$ cat src/hdl/gsf_flags_regs.svh
// Offsets, bit positions, reset values and sizes for the status flag register bank.
`ifndef GSF_FLAGS_REGS_SVH
`define GSF_FLAGS_REGS_SVH

`define GSF_ADDR_W          12
`define GSF_OFS_DIRECT      12'h00c
`define GSF_OFS_CLEAR       12'h010
`define GSF_OFS_SET         12'h014
`define GSF_OFS_HWCLR       12'h018
`define GSF_OFS_CTRL        12'h01c
`define GSF_OFS_OUT_LOW     12'h020
`define GSF_OFS_OUT_HIGH    12'h024
`define GSF_OFS_IN_LOW      12'h028
`define GSF_OFS_IN_HIGH     12'h02c

`define GSF_BIT_AU_RDY      25
`define GSF_BIT_PE_RDY      24
`define GSF_BIT_DEPTH       23
`define GSF_BIT_CMDW        22
`define GSF_BIT_EXT_IRQ     21
`define GSF_BIT_DRAM_TO     20
`define GSF_BIT_SYNC        19
`define GSF_BIT_BW          18
`define GSF_BIT_OVF         17
`define GSF_BIT_BADOP       16
`define GSF_BIT_EMPTY_RD    15
`define GSF_BIT_DPA_BUSY    12
`define GSF_BIT_IPA_BUSY    11
`define GSF_BIT_CPY_BUSY    10
`define GSF_BIT_AU_BUSY     9
`define GSF_BIT_PE_BUSY     8
`define GSF_BIT_OQ_LOW      7
`define GSF_BIT_OQ_HIGH     6
`define GSF_BIT_OQ_EMPTY    5
`define GSF_BIT_OQ_FULL     4
`define GSF_BIT_IQ_LOW      3
`define GSF_BIT_IQ_HIGH     2
`define GSF_BIT_IQ_EMPTY    1
`define GSF_BIT_IQ_FULL     0
`define GSF_BIT_CTRL_IRQEN  0

`define GSF_IMPL_MASK       32'h03ff9fff
`define GSF_FLAGS_RST       32'h00000000
`define GSF_HWCLR_RST       32'h00400000
`define GSF_CTRL_RST        32'h00000000
`define GSF_OUT_LOW_RST     8'h04
`define GSF_OUT_HIGH_RST    8'h1c
`define GSF_IN_LOW_RST      8'h04
`define GSF_IN_HIGH_RST     8'h1c
`define GSF_LVL_W           8
`define GSF_CODE_W          8
`define GSF_IDLE_CODE       8'h00
`define GSF_NS_PER_US       1000

`endif

$ cat src/hdl/gsf_flags_pkg.sv
// Types shared by the status flag register bank.
package gsf_flags_pkg;
`include "gsf_flags_regs.svh"

	typedef enum logic [1:0] {
		GSF_MEM_INIT = 2'b00,
		GSF_MEM_RUN  = 2'b01
	} gsf_mem_state_t;

	typedef struct packed {
		logic                   psel;
		logic                   penable;
		logic                   pwrite;
		logic [`GSF_ADDR_W-1:0] paddr;
		logic [31:0]            pwdata;
		logic [3:0]             pstrb;
	} gsf_apb_req_t;

	typedef struct packed {
		logic access_unit_ready;
		logic pixel_engine_ready;
		logic direct_access_busy;
		logic indirect_access_busy;
		logic copy_unit_busy;
		logic access_unit_busy;
		logic pixel_engine_busy;
	} gsf_unit_stat_t;

	typedef struct packed {
		logic [31:0]           flags;
		logic [31:0]           hwclr;
		logic [31:0]           ctrl;
		logic [`GSF_LVL_W-1:0] out_low;
		logic [`GSF_LVL_W-1:0] out_high;
		logic [`GSF_LVL_W-1:0] in_low;
		logic [`GSF_LVL_W-1:0] in_high;
		logic [31:0]           prdata;
		logic                  pslverr;
		logic [2:0]            ext_sync;
		logic                  ext_level;
		gsf_mem_state_t        mem_state;
		logic [31:0]           init_cnt;
		logic [`GSF_CODE_W-1:0] exec_code;
		logic                  exec_stb;
		logic                  drain_only;
	} gsf_state_t;
endpackage : gsf_flags_pkg

$ cat src/hdl/gsf_flags.sv
// Status flag register bank with APB slave, per-bit hardware-clear and flag sources.
//
// Design decisions made here: the register addresses and the APB register port.
`timescale 1ns/1ps

module gsf_flags
	import gsf_flags_pkg::*;
#(
	parameter int unsigned            CLK_MHZ          = 40,
	parameter int unsigned            INIT_TIME_NS     = 200000,
	parameter int unsigned            INIT_CYCLES      = (INIT_TIME_NS * CLK_MHZ
	                                                     + `GSF_NS_PER_US - 1) / `GSF_NS_PER_US,
	parameter int unsigned            OUT_DEPTH        = 32,
	parameter int unsigned            IN_DEPTH         = 32,
	parameter logic [`GSF_CODE_W-1:0] NUM_CMD_CODES    = 8'h20,
	parameter bit                     HAS_EMPTY_READ   = 1'b1
) (
	input  wire logic                   clk,              // 40 MHz system clock
	input  wire logic                   reset_n,          // Asynchronous reset, active low
	input  wire gsf_apb_req_t           apb_req,          // APB request bundle
	output logic [31:0]                 prdata,           // APB read data
	output logic                        pready,           // APB ready
	output logic                        pslverr,          // APB error on unmapped address
	input  wire gsf_unit_stat_t         unit_stat,        // Ready and busy levels of units
	input  wire logic                   cmd_reg_free,     // Command register may take a command
	input  wire logic                   cmd_write,        // Pulse: command written
	input  wire logic [`GSF_CODE_W-1:0] cmd_code,         // Code of the written command
	output logic [`GSF_CODE_W-1:0]      exec_code,        // Code handed to execution
	output logic                        exec_stb,         // Pulse: exec_code is new
	input  wire logic                   copy_start,       // Pulse: copy command starts
	input  wire logic [3:0]             copy_src_depth,   // Source layer colour depth
	input  wire logic [3:0]             copy_dst_depth,   // Target layer colour depth
	output logic                        copy_drain_only,  // Copy unit must only drain input
	input  wire logic                   ext_irq_pin,      // External interrupt, asynchronous
	input  wire logic                   refresh_forced,   // Pulse: forced memory refresh
	input  wire logic                   sync_mixer_out,   // Display sync mixer output level
	input  wire logic                   bandwidth_fault,  // Pulse: display data came too late
	input  wire logic                   empty_read,       // Pulse: read from empty input queue
	input  wire logic [`GSF_LVL_W-1:0]  out_level,        // Output queue fill level
	input  wire logic [`GSF_LVL_W-1:0]  in_level,         // Input queue fill level
	output logic                        cmd_irq,          // Command-writable interrupt level
	output logic [31:0]                 flags_out         // Current flag register
);

	localparam logic [`GSF_LVL_W-1:0] OUT_FULL  = `GSF_LVL_W'(OUT_DEPTH);
	localparam logic [`GSF_LVL_W-1:0] IN_FULL   = `GSF_LVL_W'(IN_DEPTH);
	localparam logic [31:0]           INIT_LAST = 32'(INIT_CYCLES - 1);

	gsf_state_t st_reg;
	gsf_state_t st_next;

	logic [31:0] src;
	logic [31:0] lane_mask;
	logic [31:0] wdata_m;
	logic [31:0] sw_set;
	logic [31:0] sw_clr;
	logic [31:0] base;
	logic        setup;
	logic        access;
	logic        mapped;
	logic        ext_event;
	logic        init_event;

	always_comb begin
		for (int i = 0; i < 4; i++) begin
			lane_mask[i*8 +: 8] = {8{apb_req.pstrb[i]}};
		end
	end

	always_comb begin
		st_next    = st_reg;
		src        = '0;
		sw_set     = '0;
		sw_clr     = '0;
		base       = '0;
		ext_event  = 1'b0;
		init_event = 1'b0;
		setup      = apb_req.psel & ~apb_req.penable;
		access     = apb_req.psel & apb_req.penable;
		wdata_m    = apb_req.pwdata & lane_mask;
		st_next.exec_stb = 1'b0;

		// Three-stage synchroniser; only agreeing late stages move the level.
		st_next.ext_sync = {st_reg.ext_sync[1:0], ext_irq_pin};
		if (st_reg.ext_sync[1] == st_reg.ext_sync[2]) begin
			st_next.ext_level = st_reg.ext_sync[2];
		end
		ext_event = st_next.ext_level & ~st_reg.ext_level;

		// Memory initialisation timer, then forced refresh reports.
		case (st_reg.mem_state)
			GSF_MEM_INIT: begin
				if (st_reg.init_cnt >= INIT_LAST) begin
					st_next.mem_state = GSF_MEM_RUN;
					init_event        = 1'b1;
				end else begin
					st_next.init_cnt = st_reg.init_cnt + 32'h00000001;
				end
			end
			GSF_MEM_RUN: begin
				init_event = refresh_forced;
			end
			default: begin
				st_next.mem_state = GSF_MEM_INIT;
				st_next.init_cnt  = '0;
			end
		endcase

		// Command screening: undefined codes run as the idle command.
		if (cmd_write) begin
			st_next.exec_stb = 1'b1;
			if (cmd_code >= NUM_CMD_CODES) begin
				st_next.exec_code = `GSF_IDLE_CODE;
			end else begin
				st_next.exec_code = cmd_code;
			end
		end

		// A mismatched copy only drains its input until the copy unit goes idle.
		if (copy_start && (copy_src_depth != copy_dst_depth)) begin
			st_next.drain_only = 1'b1;
		end else if (!unit_stat.copy_unit_busy && !copy_start) begin
			st_next.drain_only = 1'b0;
		end

		src[`GSF_BIT_AU_RDY]   = unit_stat.access_unit_ready;
		src[`GSF_BIT_PE_RDY]   = unit_stat.pixel_engine_ready;
		src[`GSF_BIT_DEPTH]    = copy_start & (copy_src_depth != copy_dst_depth);
		src[`GSF_BIT_CMDW]     = cmd_reg_free;
		src[`GSF_BIT_EXT_IRQ]  = ext_event;
		src[`GSF_BIT_DRAM_TO]  = init_event;
		src[`GSF_BIT_SYNC]     = sync_mixer_out;
		src[`GSF_BIT_BW]       = bandwidth_fault;
		src[`GSF_BIT_OVF]      = cmd_write & ~cmd_reg_free;
		src[`GSF_BIT_BADOP]    = cmd_write & (cmd_code >= NUM_CMD_CODES);
		src[`GSF_BIT_EMPTY_RD] = HAS_EMPTY_READ & empty_read;
		src[`GSF_BIT_DPA_BUSY] = unit_stat.direct_access_busy;
		src[`GSF_BIT_IPA_BUSY] = unit_stat.indirect_access_busy;
		src[`GSF_BIT_CPY_BUSY] = unit_stat.copy_unit_busy;
		src[`GSF_BIT_AU_BUSY]  = unit_stat.access_unit_busy;
		src[`GSF_BIT_PE_BUSY]  = unit_stat.pixel_engine_busy;
		src[`GSF_BIT_OQ_LOW]   = out_level <= st_reg.out_low;
		src[`GSF_BIT_OQ_HIGH]  = out_level >= st_reg.out_high;
		src[`GSF_BIT_OQ_EMPTY] = out_level == '0;
		src[`GSF_BIT_OQ_FULL]  = out_level >= OUT_FULL;
		src[`GSF_BIT_IQ_LOW]   = in_level <= st_reg.in_low;
		src[`GSF_BIT_IQ_HIGH]  = in_level >= st_reg.in_high;
		src[`GSF_BIT_IQ_EMPTY] = in_level == '0;
		src[`GSF_BIT_IQ_FULL]  = in_level >= IN_FULL;

		mapped = 1'b1;
		case (apb_req.paddr)
			`GSF_OFS_DIRECT, `GSF_OFS_CLEAR, `GSF_OFS_SET, `GSF_OFS_HWCLR,
			`GSF_OFS_CTRL, `GSF_OFS_OUT_LOW, `GSF_OFS_OUT_HIGH,
			`GSF_OFS_IN_LOW, `GSF_OFS_IN_HIGH: mapped = 1'b1;
			default: mapped = 1'b0;
		endcase

		// Read data and error are captured in the setup cycle and shown in access.
		if (setup) begin
			st_next.pslverr = ~mapped;
			case (apb_req.paddr)
				`GSF_OFS_DIRECT, `GSF_OFS_CLEAR, `GSF_OFS_SET: begin
					st_next.prdata = st_reg.flags;
				end
				`GSF_OFS_HWCLR:    st_next.prdata = st_reg.hwclr;
				`GSF_OFS_CTRL:     st_next.prdata = st_reg.ctrl;
				`GSF_OFS_OUT_LOW:  st_next.prdata = 32'(st_reg.out_low);
				`GSF_OFS_OUT_HIGH: st_next.prdata = 32'(st_reg.out_high);
				`GSF_OFS_IN_LOW:   st_next.prdata = 32'(st_reg.in_low);
				`GSF_OFS_IN_HIGH:  st_next.prdata = 32'(st_reg.in_high);
				default:           st_next.prdata = '0;
			endcase
		end

		if (access && apb_req.pwrite && mapped) begin
			case (apb_req.paddr)
				`GSF_OFS_DIRECT: begin
					sw_set = wdata_m;
					sw_clr = ~apb_req.pwdata & lane_mask;
				end
				`GSF_OFS_CLEAR: sw_clr = wdata_m;
				`GSF_OFS_SET:   sw_set = wdata_m;
				`GSF_OFS_HWCLR: begin
					st_next.hwclr = ((st_reg.hwclr & ~lane_mask) | wdata_m)
					                & `GSF_IMPL_MASK;
				end
				`GSF_OFS_CTRL: begin
					st_next.ctrl[`GSF_BIT_CTRL_IRQEN] = apb_req.pstrb[0]
						? apb_req.pwdata[`GSF_BIT_CTRL_IRQEN]
						: st_reg.ctrl[`GSF_BIT_CTRL_IRQEN];
				end
				`GSF_OFS_OUT_LOW: begin
					if (apb_req.pstrb[0]) st_next.out_low = apb_req.pwdata[`GSF_LVL_W-1:0];
				end
				`GSF_OFS_OUT_HIGH: begin
					if (apb_req.pstrb[0]) st_next.out_high = apb_req.pwdata[`GSF_LVL_W-1:0];
				end
				`GSF_OFS_IN_LOW: begin
					if (apb_req.pstrb[0]) st_next.in_low = apb_req.pwdata[`GSF_LVL_W-1:0];
				end
				`GSF_OFS_IN_HIGH: begin
					if (apb_req.pstrb[0]) st_next.in_high = apb_req.pwdata[`GSF_LVL_W-1:0];
				end
				default: begin
				end
			endcase
		end

		// Dynamic bits drop their old value; hardware sources win over software clears.
		base = st_reg.flags & ~st_reg.hwclr;
		base = (base & ~sw_clr) | sw_set;
		st_next.flags = (base | src) & `GSF_IMPL_MASK;
	end

	always_ff @(posedge clk or negedge reset_n) begin
		if (!reset_n) begin
			st_reg.flags      <= `GSF_FLAGS_RST;
			st_reg.hwclr      <= `GSF_HWCLR_RST;
			st_reg.ctrl       <= `GSF_CTRL_RST;
			st_reg.out_low    <= `GSF_OUT_LOW_RST;
			st_reg.out_high   <= `GSF_OUT_HIGH_RST;
			st_reg.in_low     <= `GSF_IN_LOW_RST;
			st_reg.in_high    <= `GSF_IN_HIGH_RST;
			st_reg.prdata     <= '0;
			st_reg.pslverr    <= 1'b0;
			st_reg.ext_sync   <= '0;
			st_reg.ext_level  <= 1'b0;
			st_reg.mem_state  <= GSF_MEM_INIT;
			st_reg.init_cnt   <= '0;
			st_reg.exec_code  <= `GSF_IDLE_CODE;
			st_reg.exec_stb   <= 1'b0;
			st_reg.drain_only <= 1'b0;
		end else begin
			st_reg <= st_next;
		end
	end

	assign pready          = 1'b1;
	assign prdata          = st_reg.prdata;
	assign pslverr         = st_reg.pslverr & apb_req.psel & apb_req.penable;
	assign exec_code       = st_reg.exec_code;
	assign exec_stb        = st_reg.exec_stb;
	assign copy_drain_only = st_reg.drain_only;
	assign cmd_irq         = st_reg.ctrl[`GSF_BIT_CTRL_IRQEN] & st_reg.flags[`GSF_BIT_CMDW];
	assign flags_out       = st_reg.flags;

endmodule : gsf_flags

$ cat config.mk
export PLATFORM = sky130hd
export DESIGN_NAME = gsf_flags
export DESIGN_NICKNAME = d
export VERILOG_FILES = /design/src/hdl/gsf_flags_pkg.sv /design/src/hdl/gsf_flags.sv
export VERILOG_INCLUDE_DIRS = /design/src /design/src/hdl
export SDC_FILE = /design/constraint.sdc
export NUM_CORES = 1
export LEC_CHECK = 0
export BUFFER_PORTS_ARGS = -buffer_cell sky130_fd_sc_hd__buf_2
export CAP_MARGIN = 15
export CORE_UTILIZATION = 50
export CTS_BUF_LIST = sky130_fd_sc_hd__clkbuf_4 sky130_fd_sc_hd__clkbuf_8 sky130_fd_sc_hd__clkbuf_16
export CTS_CLUSTER_SIZE = 10
export DETAILED_ROUTE_END_ITERATION = 7
export GPL_TIMING_DRIVEN = 0
export MAX_ROUTING_LAYER = met4
export PLACE_DENSITY = 0.77
export SLEW_MARGIN = 20
export SYNTH_ARGS = -nofsm -noshare
export SYNTH_HDL_FRONTEND = slang
export SYNTH_SLANG_ARGS = --single-unit
$ cat constraint.sdc
create_clock -name clk -period 2 [get_ports clk]
set_input_delay 0.1 -clock clk [delete_from_list [all_inputs] [get_ports clk]]
set_output_delay 0.1 -clock clk [all_outputs]
set_load 0.02 [all_outputs]
---- Yosys cells after proc, flatten, opt, wreduce, memory -nomap -nowiden ----
Index checks and enable logic that the tools add are counted.
W data, S select, Z words.
operators by class
  mux-type cells .......................... 16
  add/sub/neg operators ................... 1
  equal/unequal tests ..................... 14
  bitwise operators ....................... 26
  $lt $le $gt $ge ......................... 8
  reduce and logical (&&, ||, !) cells .... 21
operator list
  cell                     count
  $pmux W26 S7             1
  $and A26 B26 Y26         5
  $not A26 Y26             4
  $mux W26                 3
  $or A26 B26 Y26          3
  $pmux W34 S2             1
  $pmux W26 S2             1
  $eq A12 B5 Y1 const B    4
  $eq A12 B6 Y1 const B    4
  $add A32 B1 Y32 const B  1
  $ge A32 B13 Y1 const B   1
  $mux W32                 1
  $ge A8 B6 Y1 const B     3
  $ge A8 B8 Y1             2
  $le A8 B8 Y1             2
  $logic_not A8 Y1         2
  $reduce_and A3 Y1        5
  $eq A12 B4 Y1 const B    1
  $and A1 B1 Y1            9
  $reduce_or A9 Y1         1
  $mux W8                  1
  $mux W1                  6
  $reduce_and A2 Y1        3
  $not A1 Y1               5
  other kinds (12)         17
storage, ports and cells
  word-level logic and storage cells ...... 102
  register bits after elaboration ......... 162
  output and inout bits ................... 77
  input bits .............................. 100

---- Longest topological paths before layout ----
Gate-level depths: netlist of the first run.
  depth after elaboration ................. 9
  depth in mapped cells ................... 8
  mapped depth without buffers ............ 7

---- Worst setup path after synthesis of the first run ----
Ideal clock, no wire load.
  path kind ............................... input to register
  from .................................... input apb_req[43] (netlist name)
  to ...................................... register st_reg[105] (netlist name)
  arrival ................................. 2.053 ns
  cell stages on the path ................. 5
  library setup time ...................... 0.125 ns
  required time ........................... 1.875 ns
  setup slack ............................. -0.177 ns
  path buffers ............................ 1
  path through ............................ or4_4 -> buf_2 -> or3_1 -> nor4_4 -> mux2_2
on the way
  word-level cells in the longest chain between the ends .. 5
  elaborated cells between the ends (all ways) .. 13
  those cells by class .................... eq/ne (9); mux (1); reduce/logical (3)
RTL lines
  element                                      RTL line          RTL
  start, declared                              gsf_flags.sv:20   input wire gsf_apb_req_t apb_req,
  $eq A12 B6 Y1, or another cell as far along  gsf_flags.sv:152  case (apb_req.paddr)
  $reduce_or A9 Y1                             gsf_flags.sv:152
  $mux W1                                      gsf_flags.sv:152
  $logic_and A1 B1 Y1                          gsf_flags.sv:176  if (access && apb_req.pwrite && mapped) begin
  $reduce_and A3 Y1 (no line) (*)              --
  end signal, assigned                         gsf_flags.sv:235  st_reg <= st_next;
  end, declared                                gsf_flags.sv:49   gsf_state_t st_reg;
Every way passes the cells marked *; elsewhere a longest branch is shown, timed or not.
A chain may end at the register's enable or synchronous reset.

---- Worst setup path in the final report of the first run ----
  from .................................... input apb_req[43] (netlist name)
  to ...................................... register st_reg[108] (netlist name)
Same word-level chain as after synthesis.

==> flow_summary.yaml, run 1 <==
pwr:
  pwr_density_cell_nw_per_um2: 680
  p_leak_nw: 5.05
  power.share.clock: 0.446
  peakVddDrop_v: 0.000658
  p_seq_frac: 0.441
  switching_share: 0.250
  p_int_mw: 5.45
  comb_power_share: 0.113
  switchingPower_mw: 1.82
  total_power_mw: 7.27
logic_synthesis:
  synth_ff_type: "dfrtp_1"
  async_flop_share: 1.00
  ys_ff_latch: 153
  synth.avg_cell_area_um2: 10.6
  ys_seq_area_frac: 0.460
  ys_types: 66
  postSynthCellCount: 788
  synth-edff-count: 0
  synth_warnings: 0
  syn_area_um2: 8350
placement:
  hpwl_um: 15300
  place_area_um2: 9510
  gp_congestion: 0.910
  io_buffers: 150
cts:
  clkSinkCount: 153
  cts_max_level: 4
  cts.clk_slew.worst_paths_ps: 60
  numCtsBuffers: 17
  clockBufferDepth: 2
  cts-root-buf: "clkbuf_16"
  cts_tree: "done"
  insertion_delay_ps: 430
critical_path:
  r2r_cells: 6
  crit_path_end_kind: "flop"
  worstSetupPathType: "in -> reg"
  critical_path_required_ps: 2310
  cp_max_fo: 8
  rr_startpoint: "st_reg[97]$_DFFE_PN0P_"
  crit_path_start_kind: "input port"
  rrSetupSlack_ps: 60
  arrival_ps: 2270
  r2r-end: "flags_out[6]$_DFF_PN0_"
floorplanning:
  core_um2: 16100
  initial_core_util: 0.518
  rows: 46
  dieArea_um2: 17200
  die_h_um: 131
  ioPinCount: 177
  die_w_um: 131
routing:
  wl_um: 22000
  ant_nets: 0
  vias_per_cell: 5.53
  drt_iter0_drc: 525
  wl_per_cell_um: 17.6
  drc: 0
  via_count: 6937
  drt_pass1_iterations: 5
layout:
  drive_above_1_share: 0.373
  area.growth.synth_to_final_pct: 28.1
  final_cell_area_um2: 10700
  finalNetCount: 1156
  most-common-layout-cells: "buf_2, dfrtp_1, buf_4"
  fill_cells: 1272
  final_common_cell: "buf_2"
min_path:
  hold_end: "flags_out[2]$_DFF_PN0_"
  hp-class: "in -> reg"
  hold_depth: 3
  min_from: "apb_req[6]"
sta:
  finalHoldViolCount: 0
  period_minus_slack_ps: 1970
  finalCritPeriodShare: 0.983
  rsz0062_at_grt: "true"
  setup_viol: 0
  max_freq_ghz: 0.509
  maxSlewViolCount: 0
  tightest_slew_ps: 877
  hold_ws_ps: 21.9
  skew_ps: 7.18
  slew_headroom: 0.407
run:
  drv_cap: 0
global_route:
  grt_pass1_wl_um: 34900
  antenna_found_initial: 2
  grt_max_degree: 100
  track_usage: 0.268
  grt_overflow: 0
  first_global_vias: 6714
status:
  status: "completed"
## kinds of logic after synthesis
group,count (synthesis),share of synthesized area
compound gates,135,0.120
xor+xnor,16,0.0168
fa+ha+maj,34,0.0507
buf+inv,169,0.110
flops,153,0.460
mux,71,0.0946
other cells,2,0.000900
simple gates,208,0.147
## worst max-delay path, cell delays in order
cell and delay [ps]:
buf_2 100, or4_4 580, nor4_4 230, buf_4 200, nand3_1 210, nor4_4 340
buf_12 180, mux2_2 330
## layout make-up
| class | count | area, µm² | area share |
|---|---|---|---|
| sequential | 153 | 3840 | 0.359 |
| multi-input combinational | 481 | 3740 | 0.350 |
| timing repair buffer | 204 | 1290 | 0.121 |
| buffer | 116 | 752 | 0.0703 |
| clock buffer | 20 | 460 | 0.0431 |
| tap | 216 | 270 | 0.0253 |
| inverter | 50 | 188 | 0.0176 |
| clock inverter | 12 | 138 | 0.0129 |
| antenna | 2 | 5.00 | 0.000468 |
## metal layers
| layer | part of all wire | track usage | vias to the layer above |
|---|---|---|---|
| met2 | 0.49 | 0.428 | 249 |
| met5 | 0 | - | - |
| met4 | 0.025 | 0.108 | 0 |
| met1 | 0.42 | 0.341 | 3421 |
| li1 | - | - | 3214 |
| met3 | 0.060 | 0.0428 | 53 |
## repair_timing
action / 4_1_cts / 5_1_grt
setup endpoints to repair: 94 / 79
gates resized for setup: 15 / 8
gates cloned: 0 / 0
hold buffers: 38 / 0
setup buffers: 7 / 8
pin swaps: 6 / 5
endpoints found under the hold margin: 95 / 0
## worst max path at each step
stage | from | endpoint | slack, ps | cells after the start
6_report | apb_req[43] | st_reg[108]$_DFFE_PN0P_ | 30 | 8
5_1_grt | apb_req[43] | flags_out[23]$_DFF_PN0_ | -4 | 7
4_1_cts | st_reg[97]$_DFFE_PN0P_ | flags_out[6]$_DFF_PN0_ | 8 | 6
3_5_place_dp | apb_req[43] | st_reg[112]$_DFFE_PN0P_ | -680 | 6
3_3_place_gp | reset_n | exec_code[2]$_DFFE_PN0P_ | -1470 | 1
2_1_floorplan | apb_req[43] | st_reg[105]$_DFFE_PN0P_ | -150 | 5
## through the flow
stage	setup TNS (ps)	worst slack [ps]	utilization	std cells
after floorplan	-2130	-154	-	803
after CTS	0	8.39	0.658	1245
final	0	33.5	0.663	1254
after detailed placement	-54820	-685	0.590	1170
after global routing	-6.84	-3.61	0.663	1254
after global placement	-268590	-1470	0.588	1169
## power groups by stage
stage,clock network (mW),logic (mW),registers (mW)
4_1_cts,3.27,0.819,3.20
6_report,3.24,0.823,3.20
5_1_grt,3.40,0.902,3.21
3_5_place_dp,0,0.752,3.26
3_3_place_gp,0,0.734,3.26
2_1_floorplan,0,0.421,3.25
## cells in the mapped netlist (3+ instances only)
library cell,count,area share
a211o_1,10,0.010
a211oi_1,5,0.0045
a21oi_1,24,0.014
a221o_1,4,0.0048
a221oi_1,19,0.020
a22o_1,4,0.0042
a22oi_1,11,0.0099
a311o_1,3,0.0036
a311oi_1,4,0.0042
a31oi_1,5,0.0037
and2_1,4,0.0030
and3_1,7,0.0052
buf_1,3,0.0013
buf_2,4,0.0024
buf_4,73,0.066
clkbuf_1,37,0.017
dfrtp_1,144,0.43
dfstp_2,9,0.028
ha_1,33,0.049
inv_1,50,0.022
mux2_2,62,0.084
mux2i_1,8,0.0096
nand2_1,34,0.015
nand2b_1,17,0.013
nand3_1,22,0.013
nand3b_1,7,0.0063
nand4_1,13,0.0097
nor2_1,41,0.018
nor2b_1,8,0.0060
nor3_1,9,0.0054
nor3_2,4,0.0048
nor4_1,8,0.0060
nor4_4,4,0.010
o211ai_1,9,0.0081
o21ai_0,19,0.011
o2bb2ai_1,3,0.0031
or3_1,7,0.0052
or4_1,6,0.0054
or4b_2,5,0.0060
xnor2_1,10,0.010
xor2_1,6,0.0063
(Power assumes the default switching activity.)
==> run 2, diff against run 1 <==
SETUP_SLACK_MARGIN = 0.05   (was unset)
==> run 2 against run 1 <==
Non-clock buffer count is 12 higher. Via count up 0.37%. Worst setup slack improved by 43 ps. Cell area grew 1.7%. Register-to-register slack gained 20 ps. Wire length grew 1.1%. Worst hold slack worse by 3.1 ps. Global-route usage increased by 0.12 points. Die area unchanged. Sequential cell count stayed put. Combinational power grew 1%. Largest power group unchanged.
==> flow_summary.yaml, run 2 (synthesis results as in run 1) <==
sta:
  maxSlewViolCount: 0
  tightest_slew_ps: 796
  skew_ps: 8.16
  rsz0062_at_grt: "true"
  finalHoldViolCount: 0
  period_minus_slack_ps: 1920
  finalCritPeriodShare: 0.962
  slew_headroom: 0.462
  setup_viol: 0
  max_freq_ghz: 0.520
min_path:
  hp-class: "in -> reg"
  hold_depth: 3
  min_from: "apb_req[6]"
  hold_end: "flags_out[2]$_DFF_PN0_"
cts:
  cts_tree: "done"
  clkSinkCount: 153
  cts_max_level: 4
  insertion_delay_ps: 430
  cts-root-buf: "clkbuf_16"
  cts.clk_slew.worst_paths_ps: 60
  numCtsBuffers: 17
  clockBufferDepth: 2
critical_path:
  crit_chain: "ha_4, a211o_1, a211oi_4, buf_4, mux2_2"
  max_stage_delay_ps: 460
  crit_path_end_kind: "flop"
  cp_max_fo: 6
  rrSetupSlack_ps: 80
  arrival_ps: 2230
  r2r-end: "st_reg[11]$_DFFE_PN0P_"
  critical-path-slowest-cell: "dfrtp_2"
  crit_path_start_kind: "flop"
  critical_path_required_ps: 2310
  rr_startpoint: "st_reg[11]$_DFFE_PN0P_"
  worstSetupPathType: "reg -> reg"
  r2r_cells: 5
placement:
  hpwl_um: 15200
  gp_congestion: 0.909
  io_buffers: 150
floorplanning:
  initial_core_util: 0.518
  core_um2: 16100
  die_h_um: 131
  ioPinCount: 177
  die_w_um: 131
  dieArea_um2: 17200
  rows: 46
routing:
  ant_nets: 0
  wl_um: 22200
  drc: 0
  wl_per_cell_um: 17.6
  vias_per_cell: 5.50
  drt_iter0_drc: 421
  via_count: 6963
  drt_pass1_iterations: 4
pwr:
  total_power_mw: 7.29
  comb_power_share: 0.114
  switchingPower_mw: 1.84
  peakVddDrop_v: 0.000594
  p_seq_frac: 0.439
  power.share.clock: 0.447
  p_int_mw: 5.46
  pwr_density_cell_nw_per_um2: 671
  p_leak_nw: 5.12
  switching_share: 0.252
global_route:
  track_usage: 0.269
  first_global_vias: 6762
  antenna_found_initial: 1
  grt_pass1_wl_um: 35300
  grt_overflow: 0
  grt_max_degree: 101
layout:
  most-common-layout-cells: "buf_2, dfrtp_1, buf_4"
  finalNetCount: 1168
  fin_util: 0.674
  final_common_cell: "buf_2"
  drive_above_1_share: 0.389
  area.growth.synth_to_final_pct: 30.2
  fill_cells: 1204
run:
  drv_cap: 0
status:
  status: "completed"
## run 2: per-layer routing
metal  wire [µm]  GRT usage  vias up  share of wire
met5           0          -        -              0
met4         636      0.113        0          0.029
met3        1270     0.0417       50          0.057
met2       10700      0.428      269           0.48
met1        9600      0.344     3402           0.43
li1            -          -     3242              -
## run 2: power groups by stage
stage               Sequential [mW]  Combinational [mW]  Clock (mW)
floorplan                      3.25               0.423           0
global placement               3.25               0.736           0
detailed placement             3.26               0.755           0
CTS                            3.20               0.823        3.29
global route                   3.21               0.906        3.42
finish                         3.20               0.832        3.26
## run 2: layout make-up
| cell class | instances | area (µm²) | area share |
|---|---|---|---|
| sequential | 153 | 3840 | 0.354 |
| timing repair buffer | 215 | 1400 | 0.128 |
| tap | 216 | 270 | 0.0249 |
| inverter | 50 | 188 | 0.0173 |
| antenna | 1 | 2.50 | 0.000230 |
| multi-input combinational | 481 | 3790 | 0.349 |
| clock inverter | 12 | 139 | 0.0128 |
| clock buffer | 20 | 460 | 0.0424 |
| buffer | 117 | 782 | 0.0719 |
## run 2: critical path: cells and delay by family, from the launching register on
family | cells | cell delay (ps)
AOI/OAI and AO/OA | 2 | 630
adders and majority gates | 1 | 200
buffers and inverters | 1 | 190
DFF | 1 | 460
muxes | 1 | 330
## run 2: worst max path at each step
stage,start,end,slack [ps],depth (start not counted)
after global placement,reset_n,exec_code[2]$_DFFE_PN0P_,-1440,1
after detailed placement,apb_req[43],st_reg[111]$_DFFE_PN0P_,-610,6
after floorplan,apb_req[43],st_reg[105]$_DFFE_PN0P_,-150,5
after CTS,apb_req[37],prdata[21]$_DFFE_PN0P_,50,7
after global routing,st_reg[30]$_DFFE_PN0P_,st_reg[11]$_DFFE_PN0P_,-20,5
final,st_reg[11]$_DFFE_PN0P_,st_reg[11]$_DFFE_PN0P_,80,5
## run 2: stage by stage
stage	TNS [ps]	cell area [µm²]	hold slack (ps)	setup slack [ps]	std cells
floorplan	-2210	8500	-196	-153	803
global placement	-255390	9520	209	-1440	1169
detailed placement	-45260	9560	48.2	-610	1170
CTS	0	10700	6.16	45.3	1250
global route	-48.5	10900	17.4	-18.3	1265
finish	0	10900	18.7	76.1	1265
## run 2: repair_timing
item                                    in CTS  in global routing
pin swaps                                    6                  9
endpoints found under the setup margin      73                 67
hold buffers                                38                  0
gates resized for setup                     11                 26
hold endpoints to repair                    94                  0
buffers inserted                            12                 14
==> run 3, diff against run 2 <==
CAP_MARGIN = 20   (was 15)
CORE_MARGIN = 2   (was unset)
SLEW_MARGIN = unset   (was 20)
==> run 3 against run 2 <==
The flow now finishes with violations (negative hold slack). Combinational power barely moved. First-iteration DRC count grew 18%. Sequential cell count stayed put. Sequential power hardly changed. Clock skew grew 2.7 ps. Via count down 1.0%. Power increased by 0.72%. Cell area fell by 0.14%. Critical endpoint is now flags_out[7]$_DFF_PN0_. Largest power group unchanged.
==> flow_summary.yaml, run 3 (synthesis results as in run 1) <==
critical_path:
  crit_path_end_kind: "flop"
  rr_startpoint: "st_reg[10]$_DFFE_PN0P_"
  rrSetupSlack_ps: 130
  crit_end: "flags_out[7]$_DFF_PN0_"
  r2r-end: "st_reg[11]$_DFFE_PN0P_"
  crit_buf_inv: 3
  max_stage_delay_ps: 580
  cp_max_fo: 10
  worstSetupStartpoint: "apb_req[43]"
  crit_cells: 8
  critical_path_required_ps: 2320
  crit_path_start_kind: "input port"
  crit_family: "simple AND/OR/NAND/NOR gates"
  arrival_ps: 2250
  r2r_cells: 5
  critical-path-slowest-cell: "or4_4"
  crit_chain: "buf_2, or4_4, buf_8, nand4bb_1, clkbuf_1, nor3_4, o221ai_1, a211o_1"
  worstSetupPathType: "in -> reg"
placement:
  hpwl_um: 15700
  place_area_um2: 9560
  io_buffers: 150
  gp_congestion: 0.929
  place_inst: 1174
sta:
  setup_viol: 0
  hold_ws_ps: -3.63
  rsz0062_at_grt: "true"
  finalCritPeriodShare: 0.963
  max_freq_ghz: 0.519
  skew_ps: 10.9
  finalHoldViolCount: 1
  tightest_slew_ps: 719
  maxSlewViolCount: 0
  slew_headroom: 0.521
  period_minus_slack_ps: 1930
global_route:
  grt_overflow: 0
  grt_max_degree: 103
  antenna_found_initial: 0
  first_global_vias: 6755
  track_usage: 0.263
  grt_pass1_wl_um: 35300
layout:
  drive_above_1_share: 0.382
  layoutNonFillerInstCount: 1264
  finalNetCount: 1164
  fin_util: 0.659
  n_antenna_cell: 0
  area.growth.synth_to_final_pct: 30.0
  final_cell_area_um2: 10900
  final_common_cell: "buf_2"
  fill_cells: 1301
  most-common-layout-cells: "buf_2, dfrtp_1, buf_4"
routing:
  drc: 0
  wl_um: 22300
  ant_nets: 0
  via_count: 6891
  wl_per_cell_um: 17.6
  drt_pass1_iterations: 5
  drt_iter0_drc: 496
  vias_per_cell: 5.45
floorplanning:
  rows: 47
  core_um2: 16500
  die_h_um: 133
  die_w_um: 133
  dieArea_um2: 17700
  ioPinCount: 177
  initial_core_util: 0.507
pwr:
  total_power_mw: 7.35
  peakVddDrop_v: 0.000660
  p_leak_nw: 5.10
  pwr_density_cell_nw_per_um2: 677
cts:
  cts_max_level: 4
  insertion_delay_ps: 440
  cts.clk_slew.worst_paths_ps: 70
  cts-root-buf: "clkbuf_16"
  cts_tree: "done"
  clockBufferDepth: 2
  numCtsBuffers: 17
  clkSinkCount: 153
min_path:
  hp-class: "in -> reg"
run:
  drv_cap: 0
status:
  status: "finished with violations"
  violations: "negative hold slack"
run 3: changes by cell type in the layout (fill, tap and decap cells not counted), moves of 3 or more:
cell / change
inv_8: +3
clkinv_8: +4
clkinvlp_4: -3
inv_6: +3
buf_4: -5
run 3: how the worst min path moves through the flow:
| stage | from | endpoint | depth (start not counted) | slack (ps) |
|---|---|---|---|---|
| after floorplan | reset_n | async pin | 0 | -200 |
| after global placement | ext_irq_pin | st_next[46]$_DFF_PN0_ | 1 | 210 |
| after detailed placement | reset_n | st_reg[106]$_DFFE_PN0P_ | 1 | 90 |
| after CTS | cmd_code[5] | exec_code[2]$_DFFE_PN0P_ | 4 | 2 |
| after global routing | apb_req[8] | st_reg[93]$_DFFE_PN0P_ | 2 | 30 |
| final | cmd_code[7] | exec_code[2]$_DFFE_PN0P_ | 4 | -4 |
run 3: cell type report:
| type | instances | area (µm²) | area share |
|---|---|---|---|
| sequential | 153 | 3840 | 0.354 |
| multi-input combinational | 481 | 3790 | 0.349 |
| inverter | 50 | 188 | 0.0173 |
| timing repair buffer | 211 | 1360 | 0.126 |
| clock inverter | 15 | 193 | 0.0178 |
| buffer | 117 | 782 | 0.0720 |
| clock buffer | 17 | 425 | 0.0392 |
| tap | 220 | 275 | 0.0254 |
run 3: layer usage:
layer,global-route usage,up-vias,part of all wire
met5,-,-,0
met2,0.413,243,0.48
met4,0.0993,0,0.026
li1,-,3234,-
met1,0.348,3364,0.43
met3,0.0392,50,0.059
run 3: report_power, final:
group,switching [mW],internal [mW]
Sequential,0.0425,3.16
Clock,1.51,1.81
Combinational,0.466,0.366
Total,2.02,5.33
run 3: through the flow:
stage	TNS, ps	hold slack [ps]	worst slack, ps
after floorplan	-2210	-196	-153
after global placement	-258440	210	-1470
after detailed placement	-47440	87.3	-613
after CTS	0	2.25	15.8
after global routing	0	30.8	25.0
final	0	-3.63	73.9
run 3: what timing repair did:
item	CTS	global route
pin swaps	6	5
buffers inserted	13	7
hold buffers	40	0
endpoints found under the hold margin	93	0
setup endpoints to repair	87	74
gates resized for setup	9	24
run 3: worst min-delay path, delay by kind of cell:
kind                   cells  cell delay [ps]
buffers and inverters      1               90
AND/OR/NAND/NOR            2              130
AO/OA/AOI/OAI              1               70
